## config.mk

```make
export PLATFORM = sky130hd
export DESIGN_NAME = cycle_timed_alu_instruction_unit
export DESIGN_NICKNAME = d
export VERILOG_FILES = /design/src/hw/cycle_timed_alu_instruction_unit.v
export VERILOG_INCLUDE_DIRS = /design/src /design/src/hw
export SDC_FILE = /design/constraint.sdc
export NUM_CORES = 1
export LEC_CHECK = 0
export BUFFER_PORTS_ARGS = -buffer_cell sky130_fd_sc_hd__buf_2
export CAP_MARGIN = 10
export CORE_ASPECT_RATIO = 1.25
export CORE_UTILIZATION = 45
export DETAILED_ROUTE_END_ITERATION = 6
export PLACE_DENSITY = 0.74
export SLEW_MARGIN = 20
export SYNTH_ARGS = -nofsm -noshare
export SYNTH_HDL_FRONTEND = slang
export SYNTH_SLANG_ARGS = --single-unit
```

## constraint.sdc

```tcl
create_clock -name ref_clk -period 15.7 [get_ports ref_clk]
set_input_delay 4.71 -clock ref_clk [delete_from_list [all_inputs] [get_ports ref_clk]]
set_output_delay 4.71 -clock ref_clk [all_outputs]
set_load 0.03 [all_outputs]
```

## src/hw/alu_unit_map.vh

```
// constants for the cycle timed alu instruction unit
// Functional notes
// - timing counted in clock cycles only
// - cycles equal bytes for most instructions
// - untaken conditional branch one cycle shorter
// - standard opcodes, modes and flag effects
// - xdata move reaches flash when selected
// - xdata move reaches xram when deselected
// - byte flash access: code move reads, xdata writes
// - serial port programs flash, talks to debug
// - breakpoints, watchpoints, halt, run, single step
// - indirect operand: one byte, two cycles
// - add with carry register: one cycle
// - add with carry immediate: two cycles
// - subtract direct with borrow: two cycles
// - and immediate into direct: three cycles
// - xor accumulator into direct: two cycles
// - rotate left through carry: one cycle
// - no instruction over eight cycles
`ifndef ALU_UNIT_MAP_VH
`define ALU_UNIT_MAP_VH
// ----------------------------------------
// cycle and length figures
// ----------------------------------------
`define CYC_ONE 4'h1
`define CYC_TWO 4'h2
`define CYC_SAME 4'h0
`define CYC_IND 4'h2
`define CYC_XDATA 4'h3
`define CYC_BR 4'h3
`define CYC_MUL 4'h4
`define CYC_DIV 4'h8
`define LEN_1 2'h1
`define LEN_2 2'h2
`define LEN_3 2'h3
// ----------------------------------------
// opcode groups and fields
// ----------------------------------------
`define GRP_INC 4'h0
`define GRP_DEC 4'h1
`define GRP_ADD 4'h2
`define GRP_ADDC 4'h3
`define GRP_ORL 4'h4
`define GRP_ANL 4'h5
`define GRP_XRL 4'h6
`define GRP_SUBB 4'h9
`define LO_DIR_A 4'h2
`define LO_DIR_IMM 4'h3
`define LO_IMM 4'h4
`define LO_DIR 4'h5
`define LO_IND_HI 3'h3
`define OP_NOP 8'h00
`define OP_RR 8'h03
`define OP_RRC 8'h13
`define OP_RL 8'h23
`define OP_RLC 8'h33
`define OP_MOVC_PC 8'h83
`define OP_DIV 8'h84
`define OP_MOVC_DPTR 8'h93
`define OP_INC_DPTR 8'hA3
`define OP_MUL 8'hA4
`define OP_SWAP 8'hC4
`define OP_DA 8'hD4
`define OP_CLR 8'hE4
`define OP_CPL 8'hF4
`define MOVX_HI 3'h7
`define MOVX_DPTR_LO 4'h0
`define MOVX_RI_LO 3'h1
`define BR_HI 2'h1
`define BR_LO 4'h0
// ----------------------------------------
// special function addresses and flags
// ----------------------------------------
`define SFR_DPL 8'h82
`define SFR_DPH 8'h83
`define SFR_PSW 8'hD0
`define SFR_ACC 8'hE0
`define SFR_B 8'hF0
`define PSW_CY 7
`define PSW_AC 6
`define PSW_RS1 4
`define PSW_RS0 3
`define PSW_OV 2
`define RST_PSW 8'h00
`define RST_PC 16'h0000
// ----------------------------------------
// debug frame
// ----------------------------------------
`define DBG_W 28
`define DBG_MSB 27
`define DBG_CMD 27:24
`define DBG_ADDR 23:8
`define DBG_DATA 7:0
`define DBG_HALT 4'h1
`define DBG_RUN 4'h2
`define DBG_STEP 4'h3
`define DBG_BRK 4'h4
`define DBG_WATCH 4'h5
`define DBG_FLASH 4'h6
`endif

```

## src/hw/cycle_timed_alu_instruction_unit.v

```verilog
// decode, timing and execution of the arithmetic and logic instruction subset
`timescale 1ns/1ps
`include "alu_unit_map.vh"
module cycle_timed_alu_instruction_unit (
    // clock and reset
    input wire ref_clk,
    input wire rst_n,
    // program memory
    output wire [15:0] code_addr,
    output wire code_rd,
    input wire [7:0] code_byte,
    // internal data ram, read is combinational
    output reg [7:0] dmem_addr,
    output wire dmem_we,
    output wire [7:0] dmem_wdata,
    input wire [7:0] dmem_rdata,
    // external data space and expansion ram
    output wire [15:0] xmem_addr,
    output wire xmem_re,
    output wire xmem_we,
    output wire [7:0] xmem_wdata,
    input wire [7:0] xmem_rdata,
    // flash byte write
    output wire [15:0] flash_addr,
    output wire [7:0] flash_wdata,
    output wire flash_we,
    input wire program_store_control,
    // serial debug port
    input wire dbg_sel_n,
    input wire dbg_clk,
    input wire dbg_din,
    output wire dbg_dout,
    // status
    output wire halted,
    output wire instr_done,
    output wire bad_opcode,
    output wire [7:0] acc,
    output wire [7:0] program_status_word,
    output wire [15:0] pc
);
localparam S_OP = 2'h0;
localparam S_EX = 2'h1;
localparam S_HALT = 2'h2;
reg [1:0] state_reg;
reg [3:0] cnt_reg;
reg [7:0] op_reg, b1_reg, ptr_reg, a_reg, b_reg, psw_reg, wat_addr_reg, fl_data_reg;
reg [15:0] pc_reg, dptr_reg, brk_addr_reg, fl_addr_reg;
reg step_reg, skip_reg, hpend_reg, brk_en_reg, wat_en_reg, dclk_q, dsel_q, fl_we_reg;
reg [`DBG_MSB:0] din_reg, dout_reg;
// ----------------------------------------
// decode and timing
// ----------------------------------------
wire in_op = (state_reg == S_OP);
wire [7:0] op = in_op ? code_byte : op_reg;
// cycle index within the instruction, one per clock
wire [3:0] k = in_op ? `CYC_ONE : cnt_reg;
wire [3:0] hi = op[7:4];
wire [3:0] lo = op[3:0];
wire cy = psw_reg[`PSW_CY];
wire lg = (hi == `GRP_ORL) | (hi == `GRP_ANL) | (hi == `GRP_XRL);
wire addsub = (hi == `GRP_ADD) | (hi == `GRP_ADDC) | (hi == `GRP_SUBB);
wire incdec = (hi == `GRP_INC) | (hi == `GRP_DEC);
wire lg_dir = lg & ((lo == `LO_DIR_A) | (lo == `LO_DIR_IMM));
wire regop = ((lg | addsub | incdec) & (lo >= `LO_IMM)) | lg_dir;
wire m_imm = (lo == `LO_IMM);
wire m_dir = (lo == `LO_DIR) | lg_dir;
wire m_ind = (lo[3:1] == `LO_IND_HI);
wire m_rn = lo[3];
wire dest_mem = (incdec & !m_imm) | lg_dir;
wire movx = (hi[3:1] == `MOVX_HI) & ((lo == `MOVX_DPTR_LO) | (lo[3:1] == `MOVX_RI_LO));
wire movx_rd = movx & !op[4];
wire movc = (op == `OP_MOVC_PC) | (op == `OP_MOVC_DPTR);
wire is_br = (op[7:6] == `BR_HI) & (lo == `BR_LO);
wire br_ok = op[5] ? ((a_reg == 8'h00) ^ op[4]) : (cy ^ op[4]);
wire to_flash = program_store_control;
// register, immediate, direct and indirect forms of the arithmetic groups
wire blk = (lg | addsub | incdec) & (lo >= `LO_IMM);
wire a_op = (op == `OP_NOP) | (op == `OP_RR) | (op == `OP_RRC) | (op == `OP_RL) | (op == `OP_RLC) | (op == `OP_SWAP)
            | (op == `OP_DA) | (op == `OP_CLR) | (op == `OP_CPL) | (op == `OP_INC_DPTR);
wire bad = !(blk | lg_dir | (op == `OP_MUL) | (op == `OP_DIV) | is_br | movx | movc | a_op);
wire len2 = (blk & m_imm & !incdec)
            | (blk & (lo == `LO_DIR))
            | (lg & (lo == `LO_DIR_A)) | is_br;
wire [1:0] len = len2 ? `LEN_2 : (lg & (lo == `LO_DIR_IMM)) ? `LEN_3 : `LEN_1;
// most opcodes take one cycle per byte
wire [3:0] cyc = (blk & m_ind) ? `CYC_IND :
                 (op == `OP_MUL) ? `CYC_MUL : (op == `OP_DIV) ? `CYC_DIV :
                 is_br ? `CYC_BR : (movx | movc) ? `CYC_XDATA : {2'b00, len};
wire brk_hit = in_op & brk_en_reg & !skip_reg & (pc_reg == brk_addr_reg);
wire stop_now = in_op & (hpend_reg | brk_hit);
wire active = (in_op & !stop_now) | (state_reg == S_EX);
wire last = (k == cyc) | (is_br & (k == `CYC_TWO) & !br_ok);
wire exec = active & last;
wire fetch = active & ({2'b00, len} >= k);
// ----------------------------------------
// operands and data memory
// ----------------------------------------
wire [1:0] rs = psw_reg[`PSW_RS1:`PSW_RS0];
wire [7:0] psw_full = {psw_reg[7:1], ^a_reg};
wire [7:0] dir_a = (len == `LEN_3) ? b1_reg : code_byte;
wire ri_fetch = (k == `CYC_ONE) & ((regop & m_ind) | (movx & op[1]));
wire sfr_acc = (dir_a == `SFR_ACC);
wire sfr_b = (dir_a == `SFR_B);
wire sfr_psw = (dir_a == `SFR_PSW);
wire sfr_dpl = (dir_a == `SFR_DPL);
wire sfr_dph = (dir_a == `SFR_DPH);
wire sfr_hit = m_dir & (sfr_acc | sfr_b | sfr_psw | sfr_dpl | sfr_dph);
always @* begin
    if ((k == `CYC_ONE) & regop & m_rn)
        dmem_addr = {3'h0, rs, lo[2:0]};
    else if (ri_fetch)
        dmem_addr = {3'h0, rs, 2'h0, lo[0]};
    else if (m_ind)
        dmem_addr = ptr_reg;
    else
        dmem_addr = dir_a;
end
wire [7:0] dir_rd = sfr_acc ? a_reg : sfr_b ? b_reg : sfr_psw ? psw_full :
                    sfr_dpl ? dptr_reg[7:0] : sfr_dph ? dptr_reg[15:8] : dmem_rdata;
wire [7:0] mval = m_dir ? dir_rd : dmem_rdata;
wire [7:0] x = dest_mem ? mval : a_reg;
wire [7:0] y = incdec ? 8'h01 : (lo == `LO_DIR_A) ? a_reg : m_imm | (lo == `LO_DIR_IMM) ? code_byte : mval;
wire cin = ((hi == `GRP_ADDC) | (hi == `GRP_SUBB)) & cy;
wire is_sub = (hi == `GRP_SUBB) | (hi == `GRP_DEC);
wire [8:0] add9 = {1'b0, x} + {1'b0, y} + {8'h00, cin};
wire [8:0] sub9 = {1'b0, x} - {1'b0, y} - {8'h00, cin};
wire [4:0] add5 = {1'b0, x[3:0]} + {1'b0, y[3:0]} + {4'h0, cin};
wire [4:0] sub5 = {1'b0, x[3:0]} - {1'b0, y[3:0]} - {4'h0, cin};
wire [7:0] res = (hi == `GRP_ORL) ? (x | y) : (hi == `GRP_ANL) ? (x & y) : (hi == `GRP_XRL) ? (x ^ y) :
                 is_sub ? sub9[7:0] : add9[7:0];
// flag rules follow the standard set; inc and dec leave flags alone
wire cy_n = is_sub ? sub9[8] : add9[8];
wire ac_n = is_sub ? sub5[4] : add5[4];
wire ov_n = is_sub ? ((x[7] != y[7]) & (res[7] != x[7])) : ((x[7] == y[7]) & (res[7] != x[7]));
wire [15:0] prod = a_reg * b_reg;
wire da_lo = (a_reg[3:0] > 4'h9) | psw_reg[`PSW_AC];
wire [8:0] da1 = {1'b0, a_reg} + (da_lo ? 9'h006 : 9'h000);
wire da_hi = (da1[7:4] > 4'h9) | da1[8] | cy;
wire [8:0] da2 = {1'b0, da1[7:0]} + (da_hi ? 9'h060 : 9'h000);
wire [15:0] xaddr = op[1] ? {8'h00, ptr_reg} : dptr_reg;
wire [15:0] movc_addr = {8'h00, a_reg} + (op[4] ? dptr_reg : pc_reg);
assign dmem_we = exec & regop & dest_mem & !sfr_hit;
assign dmem_wdata = res;
wire wat_hit = wat_en_reg & dmem_we & (dmem_addr == wat_addr_reg);
wire dbg_rise = dbg_clk & !dclk_q & !dbg_sel_n;
wire dbg_start = !dbg_sel_n & dsel_q;
wire dbg_end = dbg_sel_n & !dsel_q;
wire [3:0] dcmd = din_reg[`DBG_CMD];
wire halt_cmd = dbg_end & (dcmd == `DBG_HALT);
wire run_cmd = dbg_end & (dcmd == `DBG_RUN);
wire step_cmd = dbg_end & (dcmd == `DBG_STEP);
// flash programming is only safe while the core cannot fetch
wire fl_cmd = dbg_end & (dcmd == `DBG_FLASH) & halted;
// ----------------------------------------
// core registers
// ----------------------------------------
always @(posedge ref_clk) begin
    if (!rst_n) begin
        state_reg <= S_OP;
        cnt_reg <= `CYC_ONE;
        op_reg <= 8'h00;
        b1_reg <= 8'h00;
        ptr_reg <= 8'h00;
        pc_reg <= `RST_PC;
        a_reg <= 8'h00;
        b_reg <= 8'h00;
        psw_reg <= `RST_PSW;
        dptr_reg <= 16'h0000;
        step_reg <= 1'b0;
        skip_reg <= 1'b0;
        hpend_reg <= 1'b0;
    end else begin
        case (state_reg)
            S_HALT: begin
                if (run_cmd | step_cmd) begin
                    state_reg <= S_OP;
                    skip_reg <= 1'b1;
                    step_reg <= step_cmd;
                end
            end
            S_OP: begin
                if (stop_now)
                    state_reg <= S_HALT;
                else if (!exec) begin
                    state_reg <= S_EX;
                    cnt_reg <= `CYC_TWO;
                    op_reg <= code_byte;
                end
            end
            default: begin
                cnt_reg <= cnt_reg + 4'h1;
                if (exec)
                    state_reg <= S_OP;
            end
        endcase
        if (exec & (step_reg | wat_hit))
            state_reg <= S_HALT;
        if (exec) begin
            skip_reg <= 1'b0;
            step_reg <= 1'b0;
        end
        hpend_reg <= (halt_cmd & !halted) | (hpend_reg & !halted);
        if (active & (k == `CYC_TWO))
            b1_reg <= code_byte;
        if (active & ri_fetch)
            ptr_reg <= dmem_rdata;
        if (fetch)
            pc_reg <= pc_reg + 16'h0001;
        if (exec & is_br & br_ok)
            pc_reg <= pc_reg + {{8{b1_reg[7]}}, b1_reg};
        if (exec) begin
            if (regop & (!dest_mem | (sfr_hit & sfr_acc)))
                a_reg <= res;
            if (regop & dest_mem & sfr_hit) begin
                if (sfr_b)
                    b_reg <= res;
                else if (sfr_psw)
                    psw_reg <= res;
                else if (sfr_dpl)
                    dptr_reg[7:0] <= res;
                else if (sfr_dph)
                    dptr_reg[15:8] <= res;
            end
            if (regop & addsub) begin
                psw_reg[`PSW_CY] <= cy_n;
                psw_reg[`PSW_AC] <= ac_n;
                psw_reg[`PSW_OV] <= ov_n;
            end
            if (movx_rd)
                a_reg <= to_flash ? code_byte : xmem_rdata;
            if (movc)
                a_reg <= code_byte;
            case (op)
                `OP_MUL: begin
                    a_reg <= prod[7:0];
                    b_reg <= prod[15:8];
                    psw_reg[`PSW_CY] <= 1'b0;
                    psw_reg[`PSW_OV] <= |prod[15:8];
                end
                `OP_DIV: begin
                    // divide by zero leaves a and b untouched
                    a_reg <= (b_reg != 8'h00) ? a_reg / b_reg : a_reg;
                    b_reg <= (b_reg != 8'h00) ? a_reg % b_reg : b_reg;
                    psw_reg[`PSW_CY] <= 1'b0;
                    psw_reg[`PSW_OV] <= (b_reg == 8'h00);
                end
                `OP_DA: begin
                    a_reg <= da2[7:0];
                    psw_reg[`PSW_CY] <= cy | da1[8] | da2[8];
                end
                `OP_CLR: a_reg <= 8'h00;
                `OP_CPL: a_reg <= ~a_reg;
                `OP_RL: a_reg <= {a_reg[6:0], a_reg[7]};
                `OP_RLC: begin
                    a_reg <= {a_reg[6:0], cy};
                    psw_reg[`PSW_CY] <= a_reg[7];
                end
                `OP_RR: a_reg <= {a_reg[0], a_reg[7:1]};
                `OP_RRC: begin
                    a_reg <= {cy, a_reg[7:1]};
                    psw_reg[`PSW_CY] <= a_reg[0];
                end
                `OP_SWAP: a_reg <= {a_reg[3:0], a_reg[7:4]};
                `OP_INC_DPTR: dptr_reg <= dptr_reg + 16'h0001;
                default: ;
            endcase
        end
    end
end
// ----------------------------------------
// debug port and flash write
// ----------------------------------------
always @(posedge ref_clk) begin
    if (!rst_n) begin
        dclk_q <= 1'b0;
        dsel_q <= 1'b1;
        din_reg <= {`DBG_W{1'b0}};
        dout_reg <= {`DBG_W{1'b0}};
        brk_addr_reg <= 16'h0000;
        brk_en_reg <= 1'b0;
        wat_addr_reg <= 8'h00;
        wat_en_reg <= 1'b0;
        fl_we_reg <= 1'b0;
        fl_addr_reg <= 16'h0000;
        fl_data_reg <= 8'h00;
    end else begin
        dclk_q <= dbg_clk;
        dsel_q <= dbg_sel_n;
        if (dbg_rise)
            din_reg <= {din_reg[`DBG_MSB-1:0], dbg_din};
        if (dbg_start)
            dout_reg <= {halted, 3'h0, pc_reg, a_reg};
        else if (dbg_rise)
            dout_reg <= {dout_reg[`DBG_MSB-1:0], 1'b0};
        if (dbg_end & (dcmd == `DBG_BRK)) begin
            brk_addr_reg <= din_reg[`DBG_ADDR];
            brk_en_reg <= din_reg[0];
        end
        if (dbg_end & (dcmd == `DBG_WATCH)) begin
            wat_addr_reg <= din_reg[15:8];
            wat_en_reg <= din_reg[0];
        end
        // a write leaves one cycle after the accepting edge
        fl_we_reg <= fl_cmd | (exec & movx & !movx_rd & to_flash);
        if (fl_cmd) begin
            fl_addr_reg <= din_reg[`DBG_ADDR];
            fl_data_reg <= din_reg[`DBG_DATA];
        end else if (exec & movx) begin
            fl_addr_reg <= xaddr;
            fl_data_reg <= a_reg;
        end
    end
end
// ----------------------------------------
// outputs
// ----------------------------------------
assign code_addr = (exec & movc) ? movc_addr : (exec & movx_rd & to_flash) ? xaddr : pc_reg;
assign code_rd = fetch | (exec & (movc | (movx_rd & to_flash)));
assign xmem_addr = xaddr;
assign xmem_re = exec & movx_rd & !to_flash;
assign xmem_we = exec & movx & !movx_rd & !to_flash;
assign xmem_wdata = a_reg;
assign flash_addr = fl_addr_reg;
assign flash_wdata = fl_data_reg;
assign flash_we = fl_we_reg;
assign dbg_dout = dout_reg[`DBG_MSB];
assign halted = (state_reg == S_HALT);
assign instr_done = exec;
assign bad_opcode = exec & bad;
assign acc = a_reg;
assign program_status_word = psw_full;
assign pc = pc_reg;
endmodule // cycle_timed_alu_instruction_unit

```

After elaboration in Yosys (flattened, before gate mapping)
Cells that the tools add are included.
{ "totals": {"ff_bits": 198, "input_bits": 30, "output_inout_bits": 121, "wordCells": 386} }
{ "classes": {"n_addsub": 15, "n_mul": 1, "div_mod_pow": 2, "n_lt_le_gt_ge": 4, "eq_ne": 63, "mux": 78, "bitwise_logic": 135, "reduce_logical": 58} }
{ "op_table": {"columns": ["operator", "n"], "rows": [
  ["$mux 8", 35],
  ["$mux 16", 12],
  ["$eq 8x8->1 const B", 14],
  ["$pmux 8 s10", 1],
  ["$and 1x1->1", 69],
  ["$mux 28", 2],
  ["$or 1x1->1", 55],
  ["$add 16x1->16 const B", 2],
  ["$eq 4x3->1 const B", 8],
  ["$eq 4x2->1 const B", 7],
  ["$logic_not 8->1", 3],
  ["$mux 4", 6],
  ["$mux 2", 10],
  ["$reduce_and 4->1", 5],
  ["$add 16x16->16", 1],
  ["$add 8x16->16", 1],
  ["$eq 16x16->1", 1],
  ["$eq 8x6->1 const B", 2],
  ["$mul 8x8->16", 1],
  ["$pmux 8 s2", 1],
  ["$reduce_bool 2->1", 8],
  ["$logic_not 1->1", 15],
  ["$reduce_and 3->1", 5],
  ["$reduce_bool 13->1", 1],
  ["other kinds (61)", 91]
]} }

Depth between registers and ports, before layout
{ "logic_depth": {"ltp_word": 38, "depth_mapped": 61, "ltp_nobuf": 60} }

Least setup slack after synthesis
Ideal clock, no wire load.
{ "synth_timing": {"path_type": "in2out", "start": "input code_byte[7]", "end": "output dmem_wdata[6]", "arrival_time_ns": 10.075, "required_ns": 10.990, "slack_ns": 0.915, "path_stages": 24, "path_buffers": 3, "path_cell_list": "or4b_1 > o21a_1 > buf_6 > nor4_4 > buf_2 > nand2_1 > o31ai_1 > clkbuf_1 > a211oi_1 > o31ai_1 > o21a_1 > a211oi_1 > o21ai_0 > fa_1 > inv_1 > fa_1 > o21a_1 > o21a_1 > o21a_1 > o21ai_0 > nand2_1 > mux2i_1 > o221ai_1 > a22oi_1"} }
{ "synth_via": {"elab_chain_len": 31} }
{ "synth_rtl": {"columns": ["item", "line", "rtl"], "rows": [
  ["start: declaration", "cycle_timed_alu_instruction_unit.v:11", "input wire [7:0] code_byte,"],
  ["$mux 8", "cycle_timed_alu_instruction_unit.v:54", "wire [7:0] op = in_op ? code_byte : op_reg;"],
  ["$eq 4x3->1 (no line) / $eq 4x2->1 (equally long branches)", null, null],
  ["$or 1x1->1, on equally long branches (2 in a row)", "cycle_timed_alu_instruction_unit.v:60, cycle_timed_alu_instruction_unit.v:61", null],
  ["$or 1x1->1 (2 in a row)", "cycle_timed_alu_instruction_unit.v:77", "wire blk = (lg | addsub | incdec) & (lo >= `LO_IMM);"],
  ["$and 1x1->1", "cycle_timed_alu_instruction_unit.v:77", null],
  ["$and 1x1->1 (2 in a row)", "cycle_timed_alu_instruction_unit.v:81", "wire len2 = (blk & m_imm & !incdec)"],
  ["$or 1x1->1 (3 in a row)", "cycle_timed_alu_instruction_unit.v:81", null],
  ["$mux 2 (no line)", null, null],
  ["(+5 left out)", null, null],
  ["$mux 8 (3 in a row)", "cycle_timed_alu_instruction_unit.v:118", "wire [7:0] dir_rd = sfr_acc ? a_reg : sfr_b ? b_reg : sfr_psw ? psw_full :"],
  ["$mux 8", "cycle_timed_alu_instruction_unit.v:120", "wire [7:0] mval = m_dir ? dir_rd : dmem_rdata;"],
  ["$mux 8 (3 in a row)", "cycle_timed_alu_instruction_unit.v:122", "wire [7:0] y = incdec ? 8'h01 : (lo == `LO_DIR_A) ? a_reg : m_imm | (lo == `LO_DIR_IMM) ? code_byte : mval;"],
  ["$add 8x8->9 / $sub 8x8->9 (equally long branches)", "cycle_timed_alu_instruction_unit.v:125, cycle_timed_alu_instruction_unit.v:126", null],
  ["$add 9x1->9 / $sub 9x1->9 (equally long branches)", "cycle_timed_alu_instruction_unit.v:125, cycle_timed_alu_instruction_unit.v:126", null],
  ["$mux 8", "cycle_timed_alu_instruction_unit.v:130", "is_sub ? sub9[7:0] : add9[7:0];"],
  ["$mux 8 (2 in a row)", "cycle_timed_alu_instruction_unit.v:129", "wire [7:0] res = (hi == `GRP_ORL) ? (x | y) : (hi == `GRP_ANL) ? (x & y) : (hi == `GRP_XRL) ? (x ^ y) :"],
  ["$mux 8 (*)", "cycle_timed_alu_instruction_unit.v:129", null],
  ["end: declaration", "cycle_timed_alu_instruction_unit.v:15", "output wire [7:0] dmem_wdata,"]
]} }
Mark *: on every way between the ends. The rest lies on a longest branch, timed or not.

Final worst setup path
{ "layout_timing": {"start": "input code_byte[7]", "end": "output dmem_wdata[3]"} }
The elaborated chain is that of the path after synthesis.

==> flow_metrics.tcl <==
set metrics [dict create \
    crit_type "input pin to output pin" \
    critPathSlowestCell "or4b_1" \
    placed_cell_area_mm2 0.02013 \
    dp_hpwl_um 55120 \
    yosysWarnings 0 \
    gr-usage-all-layers_pct 34.21 \
    grt_pass1_wl_um 110000 \
    start_util_pct 45.63 \
    drcViolationCount 0 \
    synth.cell_area_mm2 0.01876 \
    rr_endpoint "b_reg[3]" \
    worstPathArrival_ns 10.48 \
    cp-end-kind "output pin" \
    synth_area_per_cell_um2 7.684 \
    met3_usage_pct 5.021 \
    post_cts_buffers 0 \
    final_antenna_net_count 0 \
    clk_path_buf_depth 2 \
    antenna_found_initial 0 \
    cap_viol_max_count 0 \
    drt-wirelength-per-cell_um 23.54 \
    synth_fp_nets 2665 \
    clk_latency_ns 0.47 \
    drt_pass1_iterations 6 \
    synthFlopType "dfxtp_1" \
    r2r_cells 60 \
    cts_buffers 17 \
    vias_per_cell 6.172 \
    rows 83 \
    slew_headroom_pct 23.53 \
    fin_tns_setup_ns 0 \
    synth-async-reset-ratio_pct 0 \
    clk_pin_slew_worst_paths_ns 0.07 \
    utilization_pct 50.46 \
    ctsResizeCount 0 \
    netlist_instances 2442 \
    post-place-ws_ns 0.4921 \
    post-route-period-util_pct 96.72 \
    crit_buf_inv 5 \
    final_area_mm2 0.02075 \
    tritoncts "yes" \
    grt_max_degree 115 \
    die_w_um 184.6 \
    die_h_um 230.3 \
    min_period_ns 15.19 \
    ys_ff_latch 197 \
    crit_family "compound AO/OA/AOI/OAI gates" \
    min_path_type "register to register" \
    setup.worst_path.start "code_byte[7]" \
    start_kind "input pin" \
    path_depth 25 \
    worstMarginPinSlew_ns 1.144 \
    cpMostUsedCell "a211oi_1" \
    holdBufCountCts 0 \
    synthToLayoutAreaGrowth_pct 10.59 \
    port_buffers 150 \
    synth-edff-count 0 \
    core_area_mm2 0.04112 \
    fin_nets 2758 \
    cts_max_level 4 \
    drive_gt1_share_pct 12.52 \
    die_area_mm2 0.04252 \
    cp_max_fo 14 \
    setup_violations 0 \
    layout_setup_ws_ns 0.5149 \
    slew_violations 0 \
    slowest_delay_ns 0.54 \
    use_met2_pct 56.75 \
    crit_required_ns 10.99 \
    grt.busiest_layer "met2" \
    vias 19150 \
    synth_cell_types 95 \
    worstReg2RegStart "b_reg[0]" \
    met1_usage_pct 41.92 \
    reg2reg_slack_ns 1.28 \
    first_global_vias 18290 \
    rsz0062_at_grt "false" \
    finalWirelength_um 73020 \
    globalplace.congestion 0.9978 \
    timing.final.hold_violations 0 \
    clock-skew-final_ns 0.009384 \
    run_status "complete, no violations" \
    fmax_mhz 65.85 \
    crit_path_end "dmem_wdata[3]" \
    gr-total-overflow 0 \
    drt_iter0_drc 1799 \
    cts_root_buffer "clkbuf_16" \
    synth_seq_area_share_pct 21.02 \
    pin_count 151 \
    clock_sink_count 197 \
]
metal layers:
metal,up-vias,wire (um)
met5,-,0
met4,0,4432
met3,224,5113
met2,960,34190
met1,9150,29280
li1,8811,-
worst register-to-register path, delay by kind of cell, from the launching register on:
kind	cells	cell delay, ns
AO/OA/AOI/OAI	38	8.21
XOR/XNOR	1	0.17
adder cells (fa/ha/maj)	8	2.67
buffers and inverters	5	1.06
flip-flops	1	0.64
multiplexers	2	0.62
AND/OR/NAND/NOR	6	1.00
per-stage QoR:
| stage | cells | hold slack (ns) |
|---|---|---|
| after floorplan | 2442 | 0.4311 |
| after global placement | 3068 | 0.4363 |
| after detailed placement | 3068 | 0.4463 |
| after CTS | 3100 | 0.4573 |
| after global routing | 3100 | 0.4856 |
| final | 3102 | 0.4593 |
final cells by class:
class,instances,area [um^2]
Antenna cell,2,5.005
Clock buffer,17,425.4
Clock inverter,15,181.4
Fill cell,4088,20370
Inverter,127,476.7
Multi-Input combinational cell,1971,13740
Sequential cell,197,3944
Tap cell,552,690.7
Timing Repair Buffer,221,1286
synth_stat cells (21+ instances only):
master,count,area (um^2)
nand2_1,347,1303
dfxtp_1,197,3944
nor2_1,195,732.0
ha_1,148,1852
mux2i_1,143,1431
o21ai_0,127,635.6
inv_1,120,450.4
a21oi_1,119,595.6
clkbuf_1,111,416.7
nor2b_1,83,519.3
nand3_1,66,330.3
xnor2_1,66,578.1
o211a_1,50,500.5
nor3_1,49,245.2
fa_1,45,900.9
a21boi_0,43,322.8
o21a_1,43,322.8
and2_1,40,250.2
a21o_1,21,157.7
cell families (layout without fill, tap and decap cells):
| kind of cell | count (synthesis) | in the layout | synth area share, % |
|---|---|---|---|
| XOR/XNOR | 86 | 86 | 4.014 |
| buffers and inverters | 274 | 380 | 5.875 |
| multiplexers | 163 | 163 | 8.828 |
| adder cells (fa/ha/maj) | 193 | 193 | 14.67 |
| AO/OA/AOI/OAI | 598 | 598 | 21.82 |
| AND/OR/NAND/NOR | 931 | 931 | 23.78 |
| flip-flops | 197 | 197 | 21.02 |
| other | 0 | 2 | 0 |
worst min path at each step:
| stage | from | end | slack [ns] | cells after the start |
|---|---|---|---|---|
| after global placement | dout_reg[24] | dout_reg[25] | 0.44 | 2 |
| after CTS | dout_reg[25] | dout_reg[25] | 0.46 | 2 |
| final | dout_reg[25] | dout_reg[25] | 0.46 | 2 |
| after floorplan | step_reg | state_reg[1] | 0.43 | 2 |
| after global routing | dout_reg[25] | dout_reg[25] | 0.49 | 2 |
| after detailed placement | dout_reg[24] | dout_reg[25] | 0.45 | 2 |
cell usage in the layout, fill, tap and decap left out, drive strengths merged, types with 9 or more instances in the layout:
cell type,count
nand2,349
buf,221
nor2,198
dfxtp,197
ha,148
mux2i,143
o21ai,134
inv,129
a21oi,119
nor2b,83
nand3,67
xnor2,66
o211a,50
nor3,50
fa,45
a21boi,44
o21a,43
and2,40
a21o,21
a211oi,21
mux2,20
a31oi,20
xor2,20
and3,20
nor4,18
o22ai,17
nand4,17
clkbuf,17
o31ai,16
o211ai,15
nand2b,15
or2,15
nor3b,13
or3,12
o221ai,11
nand3b,9
a2111oi,9
clkinv,9
Power is not shown: default switching activity piles up to over one toggle a cycle in this logic, so the estimate is an artifact.
